==> config.mk <==
export PLATFORM = sky130hd
export DESIGN_NAME = ogr_gain_ramp
export DESIGN_NICKNAME = d
export VERILOG_FILES = /design/src/ogr_pkg.sv /design/src/ogr_tick_if.sv /design/src/ogr_tick_gen.sv /design/src/ogr_gain_ramp.sv
export SDC_FILE = /design/constraint.sdc
export NUM_CORES = 1
export LEC_CHECK = 0
export BUFFER_PORTS_ARGS = -buffer_cell sky130_fd_sc_hd__buf_4
export CAP_MARGIN = 0
export CORE_MARGIN = 2
export CORE_UTILIZATION = 40
export CTS_CLUSTER_DIAMETER = 60
export DETAILED_ROUTE_END_ITERATION = 10
export PLACE_DENSITY = 0.59
export REMOVE_ABC_BUFFERS = 1
export SKIP_LAST_GASP = 1
export SLEW_MARGIN = 10
export SYNTH_ARGS = -nofsm -noshare
export SYNTH_HDL_FRONTEND = slang
export SYNTH_HIERARCHICAL = 1
export SYNTH_SLANG_ARGS = --single-unit
==> constraint.sdc <==
create_clock -name clk_i -period 10.4 [get_ports clk_i]
set_input_delay 1.04 -clock clk_i [delete_from_list [all_inputs] [get_ports clk_i]]
set_output_delay 1.04 -clock clk_i [all_outputs]
set_load 0.005 [all_outputs]
==> src/ogr_pkg.sv <==
package ogr_pkg;
  localparam int SAMPLE_W = 16;
  localparam int GAIN_W = 6;
  localparam int RAMP_W = 8;
  localparam int ADDR_W = 7;
  localparam int RAMP_PERIOD = 4;
  localparam int SPI_BITS = 16;
  localparam logic [4:0] SPI_CNT_INSTR_LAST = 5'h07;
  localparam logic [4:0] SPI_CNT_DATA_FIRST = 5'h08;
  localparam logic [4:0] SPI_CNT_LAST = 5'h0F;
  localparam logic [4:0] SPI_CNT_DONE = 5'h10;

  localparam logic [ADDR_W-1:0] ADDR_IQ_CFG = 7'h27;
  localparam logic [ADDR_W-1:0] ADDR_Q_OFFSET_LOW = 7'h3D;
  localparam logic [ADDR_W-1:0] ADDR_Q_OFFSET_HIGH = 7'h3E;
  localparam logic [ADDR_W-1:0] ADDR_I_GAIN = 7'h3F;
  localparam logic [ADDR_W-1:0] ADDR_Q_GAIN = 7'h40;
  localparam logic [ADDR_W-1:0] ADDR_RAMP_UP = 7'h41;
  localparam logic [ADDR_W-1:0] ADDR_RAMP_DOWN = 7'h42;
  localparam logic [ADDR_W-1:0] ADDR_TX_PIN = 7'h43;
  localparam logic [ADDR_W-1:0] ADDR_PROTECT = 7'h44;
  localparam logic [ADDR_W-1:0] ADDR_DELAY_CELL = 7'h5E;

  localparam logic [7:0] RST_IQ_CFG = 8'h00;
  localparam logic [7:0] RST_Q_OFFSET = 8'h00;
  localparam logic [GAIN_W-1:0] RST_GAIN = 6'h20;
  localparam logic [GAIN_W-1:0] RST_STEP = 6'h01;
  localparam logic [2:0] RST_TX_PIN = 3'h7;
  localparam logic [7:0] RST_PROTECT = 8'h8D;
  localparam logic [7:0] RST_DELAY_CELL = 8'hFF;

  localparam int BIT_IQ_GAIN_EN = 5;
  localparam int BIT_OUTPUT_OFF = 7;
  localparam int BIT_OUTPUT_STATUS = 6;
  localparam int BIT_PIN_RAMP_EN = 2;
  localparam int BIT_PIN_SLEEP_EN = 1;
  localparam int BIT_PIN_PWRDN_EN = 0;
  localparam int BIT_PROT_MASTER = 7;
  localparam int BIT_BUF_WARN_CUT = 3;
  localparam int BIT_POWER_CUT = 2;
  localparam int BIT_BUF_ERR_CUT = 0;
  localparam logic [7:0] PROTECT_MASK = 8'h8D;

  localparam int PIN_TRANSMIT_GATE_PIN = 0;
  localparam int PIN_CS_N = 1;
  localparam int PIN_SCLK = 2;
  localparam int PIN_SDIO = 3;
  localparam logic [3:0] PIN_RST = 4'h2;

  typedef enum logic [1:0] {OGR_OFF, OGR_UP, OGR_ON, OGR_DOWN} ogr_ramp_state_t;
endpackage

==> src/ogr_tick_if.sv <==
`timescale 1ns/1ps
interface ogr_tick_if;
  logic tick;
  modport gen (output tick);
  modport use_tick (input tick);
endinterface

==> src/ogr_tick_gen.sv <==
`timescale 1ns/1ps
module ogr_tick_gen #(
  parameter int PERIOD = 4
) (
  input wire logic clk_i,
  input wire logic rst_n_i,
  ogr_tick_if.gen tk
);
  localparam int CW = $clog2(PERIOD);
  localparam logic [CW-1:0] LAST = CW'(PERIOD - 1);
  logic [CW-1:0] cnt;
  logic [CW-1:0] next_cnt;

  always_comb begin
    next_cnt = (cnt == LAST) ? '0 : cnt + CW'(1);
  end

  always_ff @(posedge clk_i or negedge rst_n_i) begin
    if (!rst_n_i) begin
      cnt <= '0;
    end else begin
      cnt <= next_cnt;
    end
  end

  // One pulse in every PERIOD cycles paces the gain steps.
  assign tk.tick = (cnt == LAST);

  property p_tick_period;
    @(posedge clk_i) disable iff (!rst_n_i) tk.tick |=> !tk.tick [*3] ##1 tk.tick;
  endproperty
  a_tick_period: assert property (p_tick_period) else $error("Step pulse period is not four cycles."); // RL4
endmodule

==> src/ogr_gain_ramp.sv <==
`timescale 1ns/1ps
// Operation
// [RL1] I samples scale by six-bit gain, weight 2^0 to 2^-5, reset unity.
// [RL2] Q samples scale by their own six-bit gain, same weighting, reset unity; the code uses the smaller of the Q gain and the running gain.
// [RL3] Sixteen-bit Q offset from two bytes is added to every Q sample.
// [RL4] Turning on raises gain by the up step every four cycles to I gain.
// [RL5] Turning off lowers gain by the down step every four cycles to zero.
// [RL6] Software keeps both step values no larger than the I gain.
// [RL7] Manual off bit switches output, only with the IQ gain function enabled.
// [RL8] Read-only status bit is one while output off, one after reset; the code updates it only with the IQ gain function enabled.
// [RL9] With pin ramp enable set, output ramps on and off with the pin.
// [RL10] With sleep enable set, a low transmit pin requests sleep.
// [RL11] With power-down enable set, a low transmit pin requests power-down.
// [RL12] Protection master enable gates every automatic shutdown condition.
// [RL13] Master and buffer warning enable set: a buffer warning shuts output down.
// [RL14] Power limit enable set: over-threshold average power turns output off.
// [RL15] Buffer error enable set: buffer warnings turn output off.
// [RL16] Running gain never overshoots the target nor drops below zero.
// [RL17] While shut down, both outputs carry zero samples.
module ogr_gain_ramp (
  input wire logic clk_i,
  input wire logic rst_n_i,
  input wire logic signed [ogr_pkg::SAMPLE_W-1:0] i_sample_i,
  input wire logic signed [ogr_pkg::SAMPLE_W-1:0] q_sample_i,
  input wire logic buffer_warning_i,
  input wire logic power_over_threshold_i,
  input wire logic transmit_gate_pin_i,
  input wire logic spi_cs_n_i,
  input wire logic spi_sclk_i,
  input wire logic spi_sdio_i,
  output logic spi_sdio_o,
  output logic spi_sdio_oe_n_o,
  output logic signed [ogr_pkg::SAMPLE_W-1:0] i_out_o,
  output logic signed [ogr_pkg::SAMPLE_W-1:0] q_out_o,
  output logic sleep_o,
  output logic power_down_o,
  output logic [7:0] delay_cell_enable_low_o
);
  import ogr_pkg::*;

  ogr_tick_if tk_if ();
  ogr_tick_gen #(.PERIOD(RAMP_PERIOD)) u_tick (.clk_i(clk_i), .rst_n_i(rst_n_i), .tk(tk_if.gen));

  // Pins pass three flops; a level is accepted once the last two agree.
  logic [3:0] pin_ff1, pin_ff2, pin_ff3, pin_stable, pin_prev;
  logic [3:0] next_pin_stable;
  always_comb begin
    next_pin_stable = pin_stable;
    for (int k = 0; k < 4; k++) begin
      if (pin_ff2[k] == pin_ff3[k]) begin
        next_pin_stable[k] = pin_ff3[k];
      end
    end
  end
  always_ff @(posedge clk_i or negedge rst_n_i) begin
    if (!rst_n_i) begin
      pin_ff1 <= PIN_RST;
      pin_ff2 <= PIN_RST;
      pin_ff3 <= PIN_RST;
      pin_stable <= PIN_RST;
      pin_prev <= PIN_RST;
    end else begin
      pin_ff1 <= {spi_sdio_i, spi_sclk_i, spi_cs_n_i, transmit_gate_pin_i};
      pin_ff2 <= pin_ff1;
      pin_ff3 <= pin_ff2;
      pin_stable <= next_pin_stable;
      pin_prev <= pin_stable;
    end
  end
  logic transmit_gate_signal, cs_n, sclk_rise, sclk_fall;
  assign transmit_gate_signal = pin_stable[PIN_TRANSMIT_GATE_PIN];
  assign cs_n = pin_stable[PIN_CS_N];
  assign sclk_rise = pin_stable[PIN_SCLK] & ~pin_prev[PIN_SCLK];
  assign sclk_fall = ~pin_stable[PIN_SCLK] & pin_prev[PIN_SCLK];

  // Register file.
  logic [7:0] iq_cfg, q_offset_low, q_offset_high_register, protect, delay_cell_enable_low;
  logic [GAIN_W-1:0] i_gain_value, q_gain_value, ramp_up_register, ramp_down_register;
  logic output_off, output_status;
  logic [2:0] tx_pin;
  logic wr_en;
  logic [ADDR_W-1:0] wr_addr;
  logic [7:0] wr_data;
  logic [7:0] next_iq_cfg, next_q_offset_low, next_q_offset_high_register, next_protect, next_delay_cell;
  logic [GAIN_W-1:0] next_i_gain, next_q_gain, next_up, next_down;
  logic next_output_off;
  logic [2:0] next_tx_pin;

  always_comb begin
    next_iq_cfg = iq_cfg;
    next_q_offset_low = q_offset_low;
    next_q_offset_high_register = q_offset_high_register;
    next_i_gain = i_gain_value;
    next_q_gain = q_gain_value;
    next_up = ramp_up_register;
    next_down = ramp_down_register;
    next_output_off = output_off;
    next_tx_pin = tx_pin;
    next_protect = protect;
    next_delay_cell = delay_cell_enable_low;
    if (wr_en) begin
      if (wr_addr == ADDR_IQ_CFG) begin
        next_iq_cfg = wr_data;
      end else if (wr_addr == ADDR_Q_OFFSET_LOW) begin
        next_q_offset_low = wr_data;
      end else if (wr_addr == ADDR_Q_OFFSET_HIGH) begin
        next_q_offset_high_register = wr_data;
      end else if (wr_addr == ADDR_I_GAIN) begin
        next_i_gain = wr_data[GAIN_W-1:0];
      end else if (wr_addr == ADDR_Q_GAIN) begin
        next_q_gain = wr_data[GAIN_W-1:0];
      end else if (wr_addr == ADDR_RAMP_UP) begin
        next_up = wr_data[GAIN_W-1:0];
      end else if (wr_addr == ADDR_RAMP_DOWN) begin
        next_down = wr_data[GAIN_W-1:0];
        next_output_off = wr_data[BIT_OUTPUT_OFF];
      end else if (wr_addr == ADDR_TX_PIN) begin
        next_tx_pin = wr_data[2:0];
      end else if (wr_addr == ADDR_PROTECT) begin
        next_protect = wr_data & PROTECT_MASK;
      end else if (wr_addr == ADDR_DELAY_CELL) begin
        next_delay_cell = wr_data;
      end
    end
  end

  always_ff @(posedge clk_i or negedge rst_n_i) begin
    if (!rst_n_i) begin
      iq_cfg <= RST_IQ_CFG;
      q_offset_low <= RST_Q_OFFSET;
      q_offset_high_register <= RST_Q_OFFSET;
      i_gain_value <= RST_GAIN;
      q_gain_value <= RST_GAIN;
      ramp_up_register <= RST_STEP;
      ramp_down_register <= RST_STEP;
      output_off <= 1'b0;
      tx_pin <= RST_TX_PIN;
      protect <= RST_PROTECT;
      delay_cell_enable_low <= RST_DELAY_CELL;
    end else begin
      iq_cfg <= next_iq_cfg;
      q_offset_low <= next_q_offset_low;
      q_offset_high_register <= next_q_offset_high_register;
      i_gain_value <= next_i_gain;
      q_gain_value <= next_q_gain;
      ramp_up_register <= next_up;
      ramp_down_register <= next_down;
      output_off <= next_output_off;
      tx_pin <= next_tx_pin;
      protect <= next_protect;
      delay_cell_enable_low <= next_delay_cell;
    end
  end
  assign delay_cell_enable_low_o = delay_cell_enable_low;

  function automatic logic [7:0] read_reg(input logic [ADDR_W-1:0] a);
    logic [7:0] d;
    d = 8'h00;
    if (a == ADDR_IQ_CFG) begin
      d = iq_cfg;
    end else if (a == ADDR_Q_OFFSET_LOW) begin
      d = q_offset_low;
    end else if (a == ADDR_Q_OFFSET_HIGH) begin
      d = q_offset_high_register;
    end else if (a == ADDR_I_GAIN) begin
      d = {2'h0, i_gain_value};
    end else if (a == ADDR_Q_GAIN) begin
      d = {2'h0, q_gain_value};
    end else if (a == ADDR_RAMP_UP) begin
      d = {2'h0, ramp_up_register};
    end else if (a == ADDR_RAMP_DOWN) begin
      d = {output_off, output_status, ramp_down_register}; // RL8
    end else if (a == ADDR_TX_PIN) begin
      d = {5'h00, tx_pin};
    end else if (a == ADDR_PROTECT) begin
      d = protect;
    end else if (a == ADDR_DELAY_CELL) begin
      d = delay_cell_enable_low;
    end
    return d;
  endfunction

  // Three-wire serial port: R/W bit, seven address bits, eight data bits, MSB first.
  logic [4:0] spi_cnt, next_spi_cnt;
  logic [SPI_BITS-1:0] spi_in, next_spi_in;
  logic [7:0] spi_out, next_spi_out;
  logic spi_rd, next_spi_rd, next_sdio;
  always_comb begin
    next_spi_cnt = spi_cnt;
    next_spi_in = spi_in;
    next_spi_out = spi_out;
    next_spi_rd = spi_rd;
    next_sdio = spi_sdio_o;
    wr_en = 1'b0;
    wr_addr = spi_in[13:7];
    wr_data = {spi_in[6:0], pin_stable[PIN_SDIO]};
    if (cs_n) begin
      next_spi_cnt = '0;
      next_spi_rd = 1'b0;
    end else if (sclk_rise) begin
      next_spi_in = {spi_in[SPI_BITS-2:0], pin_stable[PIN_SDIO]};
      if (spi_cnt != SPI_CNT_DONE) begin
        next_spi_cnt = spi_cnt + 5'h01;
      end
      if (spi_cnt == SPI_CNT_INSTR_LAST) begin
        next_spi_rd = spi_in[6];
        next_spi_out = read_reg({spi_in[5:0], pin_stable[PIN_SDIO]});
      end
      wr_en = (spi_cnt == SPI_CNT_LAST) && !spi_rd;
    end else if (sclk_fall && spi_rd && spi_cnt >= SPI_CNT_DATA_FIRST) begin
      next_sdio = spi_out[7];
      next_spi_out = {spi_out[6:0], 1'b0};
    end
  end
  always_ff @(posedge clk_i or negedge rst_n_i) begin
    if (!rst_n_i) begin
      spi_cnt <= '0;
      spi_in <= '0;
      spi_out <= '0;
      spi_rd <= 1'b0;
      spi_sdio_o <= 1'b0;
    end else begin
      spi_cnt <= next_spi_cnt;
      spi_in <= next_spi_in;
      spi_out <= next_spi_out;
      spi_rd <= next_spi_rd;
      spi_sdio_o <= next_sdio;
    end
  end
  assign spi_sdio_oe_n_o = !(spi_rd && !cs_n);

  // Output on/off decision and gain ramp.
  logic iq_gain_en, manual_off, pin_off, auto_cut, want_on;
  assign iq_gain_en = iq_cfg[BIT_IQ_GAIN_EN];
  assign manual_off = iq_gain_en && output_off; // RL7
  assign pin_off = tx_pin[BIT_PIN_RAMP_EN] && !transmit_gate_signal; // RL9
  assign auto_cut = protect[BIT_PROT_MASTER] && ( // RL12
      ((protect[BIT_BUF_WARN_CUT] || protect[BIT_BUF_ERR_CUT]) && buffer_warning_i) || // RL13 RL15
      (protect[BIT_POWER_CUT] && power_over_threshold_i)); // RL14
  assign want_on = !manual_off && !pin_off && !auto_cut;

  ogr_ramp_state_t state, next_state;
  logic [RAMP_W-1:0] ramp_gain, next_ramp_gain, target, up_inc, down_dec;
  logic next_output_status, next_sleep, next_power_down;
  // Steps carry one fewer fractional bit of weight than the gain, hence the doubling.
  assign target = {2'h0, i_gain_value};
  assign up_inc = {1'b0, ramp_up_register, 1'b0};
  assign down_dec = {1'b0, ramp_down_register, 1'b0};

  always_comb begin
    next_state = state;
    next_ramp_gain = ramp_gain;
    case (state)
      OGR_OFF: begin
        next_ramp_gain = '0;
        if (want_on) begin
          next_state = OGR_UP;
        end
      end
      OGR_UP: begin
        if (!want_on) begin
          next_state = OGR_DOWN;
        end else if (tk_if.tick) begin
          if ({1'b0, ramp_gain} + {1'b0, up_inc} >= {1'b0, target}) begin
            next_ramp_gain = target; // RL16
            next_state = OGR_ON;
          end else begin
            next_ramp_gain = ramp_gain + up_inc; // RL4
          end
        end
      end
      OGR_ON: begin
        next_ramp_gain = target;
        if (!want_on) begin
          next_state = OGR_DOWN;
        end
      end
      default: begin
        if (want_on) begin
          next_state = OGR_UP;
        end else if (tk_if.tick) begin
          if (ramp_gain <= down_dec) begin
            next_ramp_gain = '0; // RL16
            next_state = OGR_OFF;
          end else begin
            next_ramp_gain = ramp_gain - down_dec; // RL5
          end
        end
      end
    endcase
    next_output_status = iq_gain_en ? (next_state == OGR_OFF) : output_status; // RL8
    next_sleep = tx_pin[BIT_PIN_SLEEP_EN] && !transmit_gate_signal; // RL10
    next_power_down = tx_pin[BIT_PIN_PWRDN_EN] && !transmit_gate_signal; // RL11
  end

  // Datapath: gains have five fractional bits, results saturate to the sample range.
  function automatic logic signed [SAMPLE_W-1:0] sat(input logic signed [25:0] v);
    logic signed [25:0] hi, lo;
    hi = 26'sh0007FFF;
    lo = -26'sh0008000;
    if (v > hi) begin
      return hi[SAMPLE_W-1:0];
    end else if (v < lo) begin
      return lo[SAMPLE_W-1:0];
    end
    return v[SAMPLE_W-1:0];
  endfunction

  logic [GAIN_W-1:0] gain_i, gain_q;
  logic signed [25:0] prod_i, prod_q, q_sum;
  logic signed [SAMPLE_W-1:0] next_i_out, next_q_out;
  always_comb begin
    gain_i = ramp_gain[GAIN_W-1:0]; // RL1
    gain_q = (ramp_gain >= {2'h0, q_gain_value}) ? q_gain_value : ramp_gain[GAIN_W-1:0]; // RL2
    prod_i = (26'(i_sample_i) * 26'(signed'({1'b0, gain_i}))) >>> 5;
    prod_q = (26'(q_sample_i) * 26'(signed'({1'b0, gain_q}))) >>> 5;
    q_sum = 26'(sat(prod_q)) + 26'(signed'({q_offset_high_register, q_offset_low})); // RL3
    next_i_out = sat(prod_i);
    next_q_out = sat(q_sum);
    if (state == OGR_OFF) begin
      next_i_out = '0; // RL17
      next_q_out = '0;
    end
  end

  always_ff @(posedge clk_i or negedge rst_n_i) begin
    if (!rst_n_i) begin
      state <= OGR_OFF;
      ramp_gain <= '0;
      output_status <= 1'b1;
      sleep_o <= 1'b0;
      power_down_o <= 1'b0;
      i_out_o <= '0;
      q_out_o <= '0;
    end else begin
      state <= next_state;
      ramp_gain <= next_ramp_gain;
      output_status <= next_output_status;
      sleep_o <= next_sleep;
      power_down_o <= next_power_down;
      i_out_o <= next_i_out;
      q_out_o <= next_q_out;
    end
  end

  property p_off_zero;
    @(posedge clk_i) disable iff (!rst_n_i) state == OGR_OFF |=> i_out_o == '0 && q_out_o == '0;
  endproperty
  a_off_zero: assert property (p_off_zero) else $error("Output not zero while off."); // RL17
  property p_up_step;
    @(posedge clk_i) disable iff (!rst_n_i) state == OGR_UP && want_on && tk_if.tick
      && ({1'b0, ramp_gain} + {1'b0, up_inc} < {1'b0, target}) |=> ramp_gain == $past(ramp_gain) + $past(up_inc);
  endproperty
  a_up_step: assert property (p_up_step) else $error("Ramp up step wrong."); // RL4
  property p_down_step;
    @(posedge clk_i) disable iff (!rst_n_i) state == OGR_DOWN && !want_on && tk_if.tick && ramp_gain > down_dec
      |=> ramp_gain == $past(ramp_gain) - $past(down_dec);
  endproperty
  a_down_step: assert property (p_down_step) else $error("Ramp down step wrong."); // RL5
  property p_no_overshoot;
    @(posedge clk_i) disable iff (!rst_n_i) state == OGR_UP && $stable(target) |=> ramp_gain <= target;
  endproperty
  a_no_overshoot: assert property (p_no_overshoot) else $error("Gain overshot target."); // RL16
  property p_status;
    @(posedge clk_i) disable iff (!rst_n_i) iq_gain_en && state == OGR_OFF && !want_on |=> output_status;
  endproperty
  a_status: assert property (p_status) else $error("Status not set while off."); // RL8
  property p_pin_off;
    @(posedge clk_i) disable iff (!rst_n_i) tx_pin[BIT_PIN_RAMP_EN] && !transmit_gate_signal && state == OGR_ON
      |=> state == OGR_DOWN;
  endproperty
  a_pin_off: assert property (p_pin_off) else $error("Pin low did not start ramp down."); // RL9
  property p_sleep;
    @(posedge clk_i) disable iff (!rst_n_i) tx_pin[BIT_PIN_SLEEP_EN] && !transmit_gate_signal |=> sleep_o;
  endproperty
  a_sleep: assert property (p_sleep) else $error("Sleep not requested."); // RL10
  // With the master enable clear, warnings and power alarms must not take a running output down.
  property p_master;
    @(posedge clk_i) disable iff (!rst_n_i) !protect[BIT_PROT_MASTER] && !manual_off && !pin_off
      && state == OGR_ON |=> state == OGR_ON;
  endproperty
  a_master: assert property (p_master) else $error("Shutdown acted without master enable."); // RL12
  property p_warn_cut;
    @(posedge clk_i) disable iff (!rst_n_i) protect[BIT_PROT_MASTER] && protect[BIT_BUF_WARN_CUT] && buffer_warning_i
      && state == OGR_ON |=> state == OGR_DOWN;
  endproperty
  a_warn_cut: assert property (p_warn_cut) else $error("Buffer warning did not shut output."); // RL13
  c_reach_on: cover property (@(posedge clk_i) disable iff (!rst_n_i) state == OGR_UP ##1 state == OGR_ON);
  c_reach_off: cover property (@(posedge clk_i) disable iff (!rst_n_i) state == OGR_DOWN ##1 state == OGR_OFF);
  c_spi_write: cover property (@(posedge clk_i) disable iff (!rst_n_i) wr_en);
endmodule

; Yosys cells after proc, flatten, opt, wreduce, memory -nomap -nowiden
; Cells that the tools add are included.
[classes]
shifts = 0
bitwise = 15
n_eq_ne = 34
muxes = 56
add_sub_neg = 6
n_mul = 2
n_reduce_logical = 45
n_div = 0
n_lt_le_gt_ge = 10
[ops]
columns = operator, n
row1 = $mux W16, 11
row2 = $mux W8, 19
row3 = $eq A7 B7 Y1 const B, 12
row4 = $eq A7 B6 Y1 const B, 8
row5 = $mul A16 B7 Y23, 2
row6 = $gt A18 B16 Y1 const B, 2
row7 = $lt A18 B16 Y1 const B, 2
row8 = $pmux W8 S3, 1
row9 = $mux W2, 9
row10 = $add A16 B16 Y17, 1
row11 = $gt A17 B16 Y1 const B, 1
row12 = $lt A17 B16 Y1 const B, 1
row13 = $mux W5, 3
row14 = $logic_and A1 B1 Y1, 13
row15 = $not A1 Y1, 13
row16 = $mux W1, 11
row17 = $reduce_and A11 Y1, 1
row18 = $reduce_and A10 Y1, 1
row19 = $add A8 B7 Y9, 1
row20 = $ge A9 B6 Y1, 1
row21 = $reduce_and A3 Y1, 3
row22 = $reduce_and A9 Y1, 1
row23 = $add A8 B7 Y8, 1
row24 = $ge A8 B6 Y1, 1
row25 = 28 further kinds, 49
[word_totals]
output_inout_bits = 44
latch_bits = 0
n_memories = 0
mem_bits_ro = 0
inputBits = 40
mem_bits_rw = 0
reg_bits = 159

; Longest topological paths before layout
[logic_depth]
word_depth = 13
depth_mapped = 42
mapped_depth_nobuf = 40

; Hierarchy
; The synthesis kept the hierarchy.
[modules_own_cells]
columns = module, instances, cells_per_inst, seq_area_each_um2, area_each_um2
row1 = ogr_gain_ramp, 1, 1536, 3908.7, 14939.3
row2 = ogr_tick_gen, 1, 4, 50.0, 66.3

; Least setup slack after synthesis
; No wires, ideal clock.
[synth_path]
path_kind = reg-to-reg
start = reg q_gain_value[5]
end = reg q_out_o[4] in the netlist's numbering
stages_incl_launch_ff = 41
t_required_ps = 10304
setup_slack_ps = 1253
setup_time_ps = 96
synth_period_minus_slack_ps = 9147
arrival_time_ps = 9051
path_cell_list = dfstp_2 inv_1 ha_1 nand4_1 o211ai_2 nor2_1 a21oi_1 clkbuf_1 nor2b_1 fa_1 fa_1 fa_1 inv_1 fa_1 inv_1 ha_1 a21o_1 a21o_1 [... 5 more ...] mux2i_1 nor4_4 buf_6 a31o_1 ha_1 inv_1 fa_1 nand3b_1 a21boi_0 o21a_1 o211ai_1 o211ai_1 a31oi_1 nor2b_1 o21a_1 clkbuf_1 o21ai_1 o31ai_1
[synth_between]
elab_chain_len = 13
word_cells_on_any_way = 17
cone_classes = add/sub: 1 / mul: 1 / order compare: 5 / mux: 10
[synth_lines]
columns = element, line
row1 = start: declaration, ogr_gain_ramp.sv:78  ; logic [GAIN_W-1:0] i_gain_value, q_gain_value, ramp_up_register, ramp_down_register;
row2 = start signal: assignment, ogr_gain_ramp.sv:145  ; q_gain_value <= next_q_gain;
row3 = $ge A8 B6 Y1, ogr_gain_ramp.sv:314  ; gain_q = (ramp_gain >= {2'h0, q_gain_value}) ? q_gain_value : ramp_gain[GAIN_W-1:0];
row4 = $mux W6 (*), ogr_gain_ramp.sv:314
row5 = $mul A16 B7 Y23 (*), ogr_gain_ramp.sv:316  ; prod_q = (26'(q_sample_i) * 26'(signed'({1'b0, gain_q}))) >>> 5;
row6 = $lt A18 B16 Y1, ogr_gain_ramp.sv:303  ; end else if (v < lo) begin
row7 = $mux W1, ogr_gain_ramp.sv:303
row8 = $mux W1, ogr_gain_ramp.sv:301  ; if (v > hi) begin
row9 = $mux W16 (*), ogr_gain_ramp.sv:306  ; return v[SAMPLE_W-1:0];
row10 = $add A16 B16 Y17 (*), ogr_gain_ramp.sv:317  ; q_sum = 26'(sat(prod_q)) + 26'(signed'({q_offset_high_register, q_offset_low}));
row11 = $lt A17 B16 Y1, ogr_gain_ramp.sv:303
row12 = $mux W1, ogr_gain_ramp.sv:303
row13 = $mux W1, ogr_gain_ramp.sv:301
row14 = $mux W16 (*), ogr_gain_ramp.sv:306
row15 = $mux W16 (*), ogr_gain_ramp.sv:320  ; if (state == OGR_OFF) begin
row16 = net next_q_out[4], ogr_gain_ramp.sv:311  ; logic signed [SAMPLE_W-1:0] next_i_out, next_q_out;
row17 = end signal: assignment, ogr_gain_ramp.sv:342  ; q_out_o <= next_q_out;
row18 = end: declaration, ogr_gain_ramp.sv:34  ; output logic signed [ogr_pkg::SAMPLE_W-1:0] q_out_o,
; Mark *: on every way through the listed nets, which the timed path passes. The rest lies on a longest branch.
; A chain may end at the register's enable or synchronous reset.

; Worst setup path after layout
[layout_path]
start = reg ramp_gain[0]
end = reg q_out_o[6] in the netlist's numbering
[layout_between]
elab_chain_len = 13
word_cells_on_any_way = 17
cone_classes = add/sub: 1 / mul: 1 / order compare: 5 / mux: 10
[layout_lines]
columns = element, line
row1 = start: declaration, ogr_gain_ramp.sv:243  ; logic [RAMP_W-1:0] ramp_gain, next_ramp_gain, target, up_inc, down_dec;
row2 = start signal: assignment, ogr_gain_ramp.sv:337  ; ramp_gain <= next_ramp_gain;
row3 = $ge A8 B6 Y1, ogr_gain_ramp.sv:314
row4 = $mux W6 (*), ogr_gain_ramp.sv:314
row5 = $mul A16 B7 Y23 (*), ogr_gain_ramp.sv:316
row6 = $lt A18 B16 Y1, ogr_gain_ramp.sv:303
row7 = $mux W1, ogr_gain_ramp.sv:303
row8 = $mux W1, ogr_gain_ramp.sv:301
row9 = $mux W16 (*), ogr_gain_ramp.sv:306
row10 = $add A16 B16 Y17 (*), ogr_gain_ramp.sv:317
row11 = $lt A17 B16 Y1, ogr_gain_ramp.sv:303
row12 = $mux W1, ogr_gain_ramp.sv:303
row13 = $mux W1, ogr_gain_ramp.sv:301
row14 = $mux W16 (*), ogr_gain_ramp.sv:306
row15 = $mux W16 (*), ogr_gain_ramp.sv:320
row16 = net next_q_out[6], ogr_gain_ramp.sv:311
; Marked as above.

==> results.md <==
- Height of the die: 197.7 um
- Die Wd: 197.7 um
- Post-synth EDFFs: 0
- Simple-gate share of the synthesized area: 0.1628
- DRT iter0 DRCs: 455
- Main combinational cell family by area after synthesis: adder cells
- Leak: 8.498 nW
- Status: finished, final reports clean
- Full die area: 39080 um2
- Minimum clock period after layout: 9.675 ns
- Hold Fails Final Rpt: 0
- Synth top cells by count: inv_1, ha_1, fa_1
- Initial antenna violation count: 0
- Residual DRC: 0
- Yosys top cell area share: 0.2218
- PortBufs: 83
- Fin Setup TNS: 0 ns
- Setup-failing EPs final: 0
- Area leader, netlist: dfrtp_1
- Clk_lat worst skew: 0.45 ns
- TritonCTS clock tree: built
- Max-slew violation count: 0
- CP peak stage delay: 0.56 ns
- Ant. Diodes: 0
- Setup ws final: 0.7253 ns
- Gpl congestion: 0.8597
- RSZ-0062 raised after global routing: no
- Largest net degree at the start of global routing: 106
- Share of cells above drive strength 1: 0.1542
- Final ANT Viol Nets: 0
- Crit Path Max Fanout: 17
- Fraction of the mapped netlist area in compound gates: 0.1252
- Post-synthesis cell area: 15010 um2
- Synth area leaders: dfrtp_1, fa_1, ha_1, mux2_2, inv_1
- Drt first pass iters: 5
- Distinct cells, synth: 78
- Endpoint type of the worst setup path: flop
- Slew @ Worst Pin: 1.032 ns
- Clk slew on worst S/H paths: 0.07 ns
- IO Pins: 84
- Req. time, crit path: 10.76 ns
- Post-CTS setup buffer count: 0
- Worst slew margin: 0.3111
- # nets final: 1927
- Place WS: 0.4379 ns
- Via density: 5.280
- Fmax: 0.1034 GHz
- First-pass GRT wire length: 59.78 mm
- Finished Cell Area: 16790 um2
- CP Data Arrival Time: 10.03 ns
- Crit path kind: reg2reg
- Max VDD drop: 0.0001775 V
- Area share of fa/ha/maj cells after synthesis: 0.2977
- Startpoint Class: flop
- Tot GR Track Use: 0.1931
- P per Cell Area: 86.43 nW/um2
- CTS Buf Count: 17
- Seq/Total Area, Yosys: 0.2638
- Hold_ws: 0.3477 ns
- CTS sink count: 157
- CTS HTree Levels: 4
- Final WL: 35.47 mm
- Overall Power: 1.451 mW
- Mapped Avg Cell Area: 9.744 um2
- Ys async rst share: 1.000
- # rows: 70
- Mapped Cells: 1540
- Max Cap Viol: 0
- Root Driver: clkbuf_16
- Min-Delay Path Class: reg2reg
- Clock Skews: 0.01787 ns
- CTS Buffer Depth: 2
- Period utilization: 0.9303
- Number of global-route vias before repair: 11348
- Initial cell density of the core: 0.4079
- Layout area overhead: 11.88%
- Total grt overflow: 0
- Vias post-DR: 11066
- Avg WL per Cell: 16.92 um
- Most common cell in the netlist: inv_1
- Yosys warns: 6
- Fillcell total: 3560
- XOR/XNOR Fraction of Synth Area: 0.03085
- Yosys reg bits: 157
- CP max-delay cell: fa_1
- CTS hold repair buffers: 0
- Primary FF master, synth: dfrtp_1
- Post-DP Area: 16180 um2
- Hpwl dp: 27.61 mm
- Mux cell area share after synthesis: 0.06137
- Core area: 36790 um2
through the flow:
step,utilization,cells
2_1_floorplan,-,1493
4_1_cts,0.4561,2096
3_5_place_dp,0.4399,2064
3_3_place_gp,0.4399,2064
5_1_grt,0.4564,2096
6_report,0.4564,2096
registers in the layout (all words and copies together), names as in the netlist, 3 cells and up:
| name | cells |
|---|---|
| i_out_o | 16 |
| q_out_o | 16 |
| spi_in | 14 |
| delay_cell_enable_low_o | 8 |
| iq_cfg | 8 |
| q_offset_high_register | 8 |
| q_offset_low | 8 |
| ramp_gain | 8 |
| spi_out | 8 |
| i_gain_value | 6 |
| q_gain_value | 6 |
| ramp_down_register | 6 |
| ramp_up_register | 6 |
| spi_cnt | 5 |
| pin_ff1 | 4 |
| pin_ff2 | 4 |
| pin_ff3 | 4 |
| pin_stable | 4 |
| protect | 4 |
| tx_pin | 3 |
metal layers:
metal	wire, um	vias up	global-route usage
met3	1134	22	0.02544
li1	-	5327	-
met2	16460	173	0.3076
met1	17530	5544	0.2811
met5	0	-	0
met4	347	0	0.04066
layout by cell type (no fill, tap or decap), drive strengths merged, types with 17 or more instances in the layout:
cell type  synthesis  routed
a21o              22      22
a21oi             61      61
and2              62      62
buf                7     103
clkbuf            40      17
dfrtp            133     133
dfstp             24      24
fa               135     135
ha               137     137
inv              182     189
mux2              70      70
nand2            121     121
nand2b            22      22
nor2              71      71
nor2b             92      92
nor3              21      21
o21a              44      44
o21ai             69      69
xnor2             36      36
kinds of logic (layout without fill, tap and decap cells):
family / count (synthesis) / count (layout)
adder cells (fa/ha/maj): 277 / 277
multiplexers: 82 / 82
AO/OA/AOI/OAI: 282 / 282
flip-flops: 157 / 157
buffers and inverters: 229 / 317
XOR/XNOR: 52 / 52
AND/OR/NAND/NOR: 461 / 461
worst paths after layout:
check                              from      endpoint  slack (ns)  cells after the start
max                        ramp_gain[0]    q_out_o[6]        0.73                     38
min                          pin_ff1[3]    pin_ff2[3]        0.35                      0
max reg2reg                ramp_gain[0]    q_out_o[6]        0.73                     38
min reg2reg                  pin_ff1[3]    pin_ff2[3]        0.35                      0
max in group asynchronous       rst_n_i    q_out_o[8]        8.43                      2
min in group asynchronous       rst_n_i  power_down_o        0.72                      1
where the power goes:
group          switching, mW  total [mW]  internal, mW
Clock                  0.309       0.632         0.323
Sequential            0.0800       0.712         0.632
Combinational         0.0574       0.107        0.0492
Total                  0.447        1.45          1.00
critical path: cells and delay by family (launching register included):
kind	cells	cell delay, ns
XOR/XNOR	1	0.28
AND/OR/NAND/NOR	5	0.92
multiplexers	1	0.15
AO/OA/AOI/OAI	18	3.83
adder cells (fa/ha/maj)	7	2.95
flip-flops	1	0.52
buffers and inverters	6	0.90
cell type report:
cell class / count / area (um2) / share of cell area
multi-input combinational: 1154 / 10190 / 0.6068
sequential: 157 / 3960 / 0.2359
timing repair buffer: 103 / 777.0 / 0.04628
inverter: 182 / 683.2 / 0.04069
tap: 468 / 585.6 / 0.03488
clock buffer: 17 / 425.4 / 0.02534
clock inverter: 15 / 170.2 / 0.01014
timing repair:
item                                    CTS  global route
gates resized for setup                   0             4
hold endpoints to repair                  0             0
endpoints found under the setup margin    0            15
No activity file was read; power rests on OpenSTA's default activity.
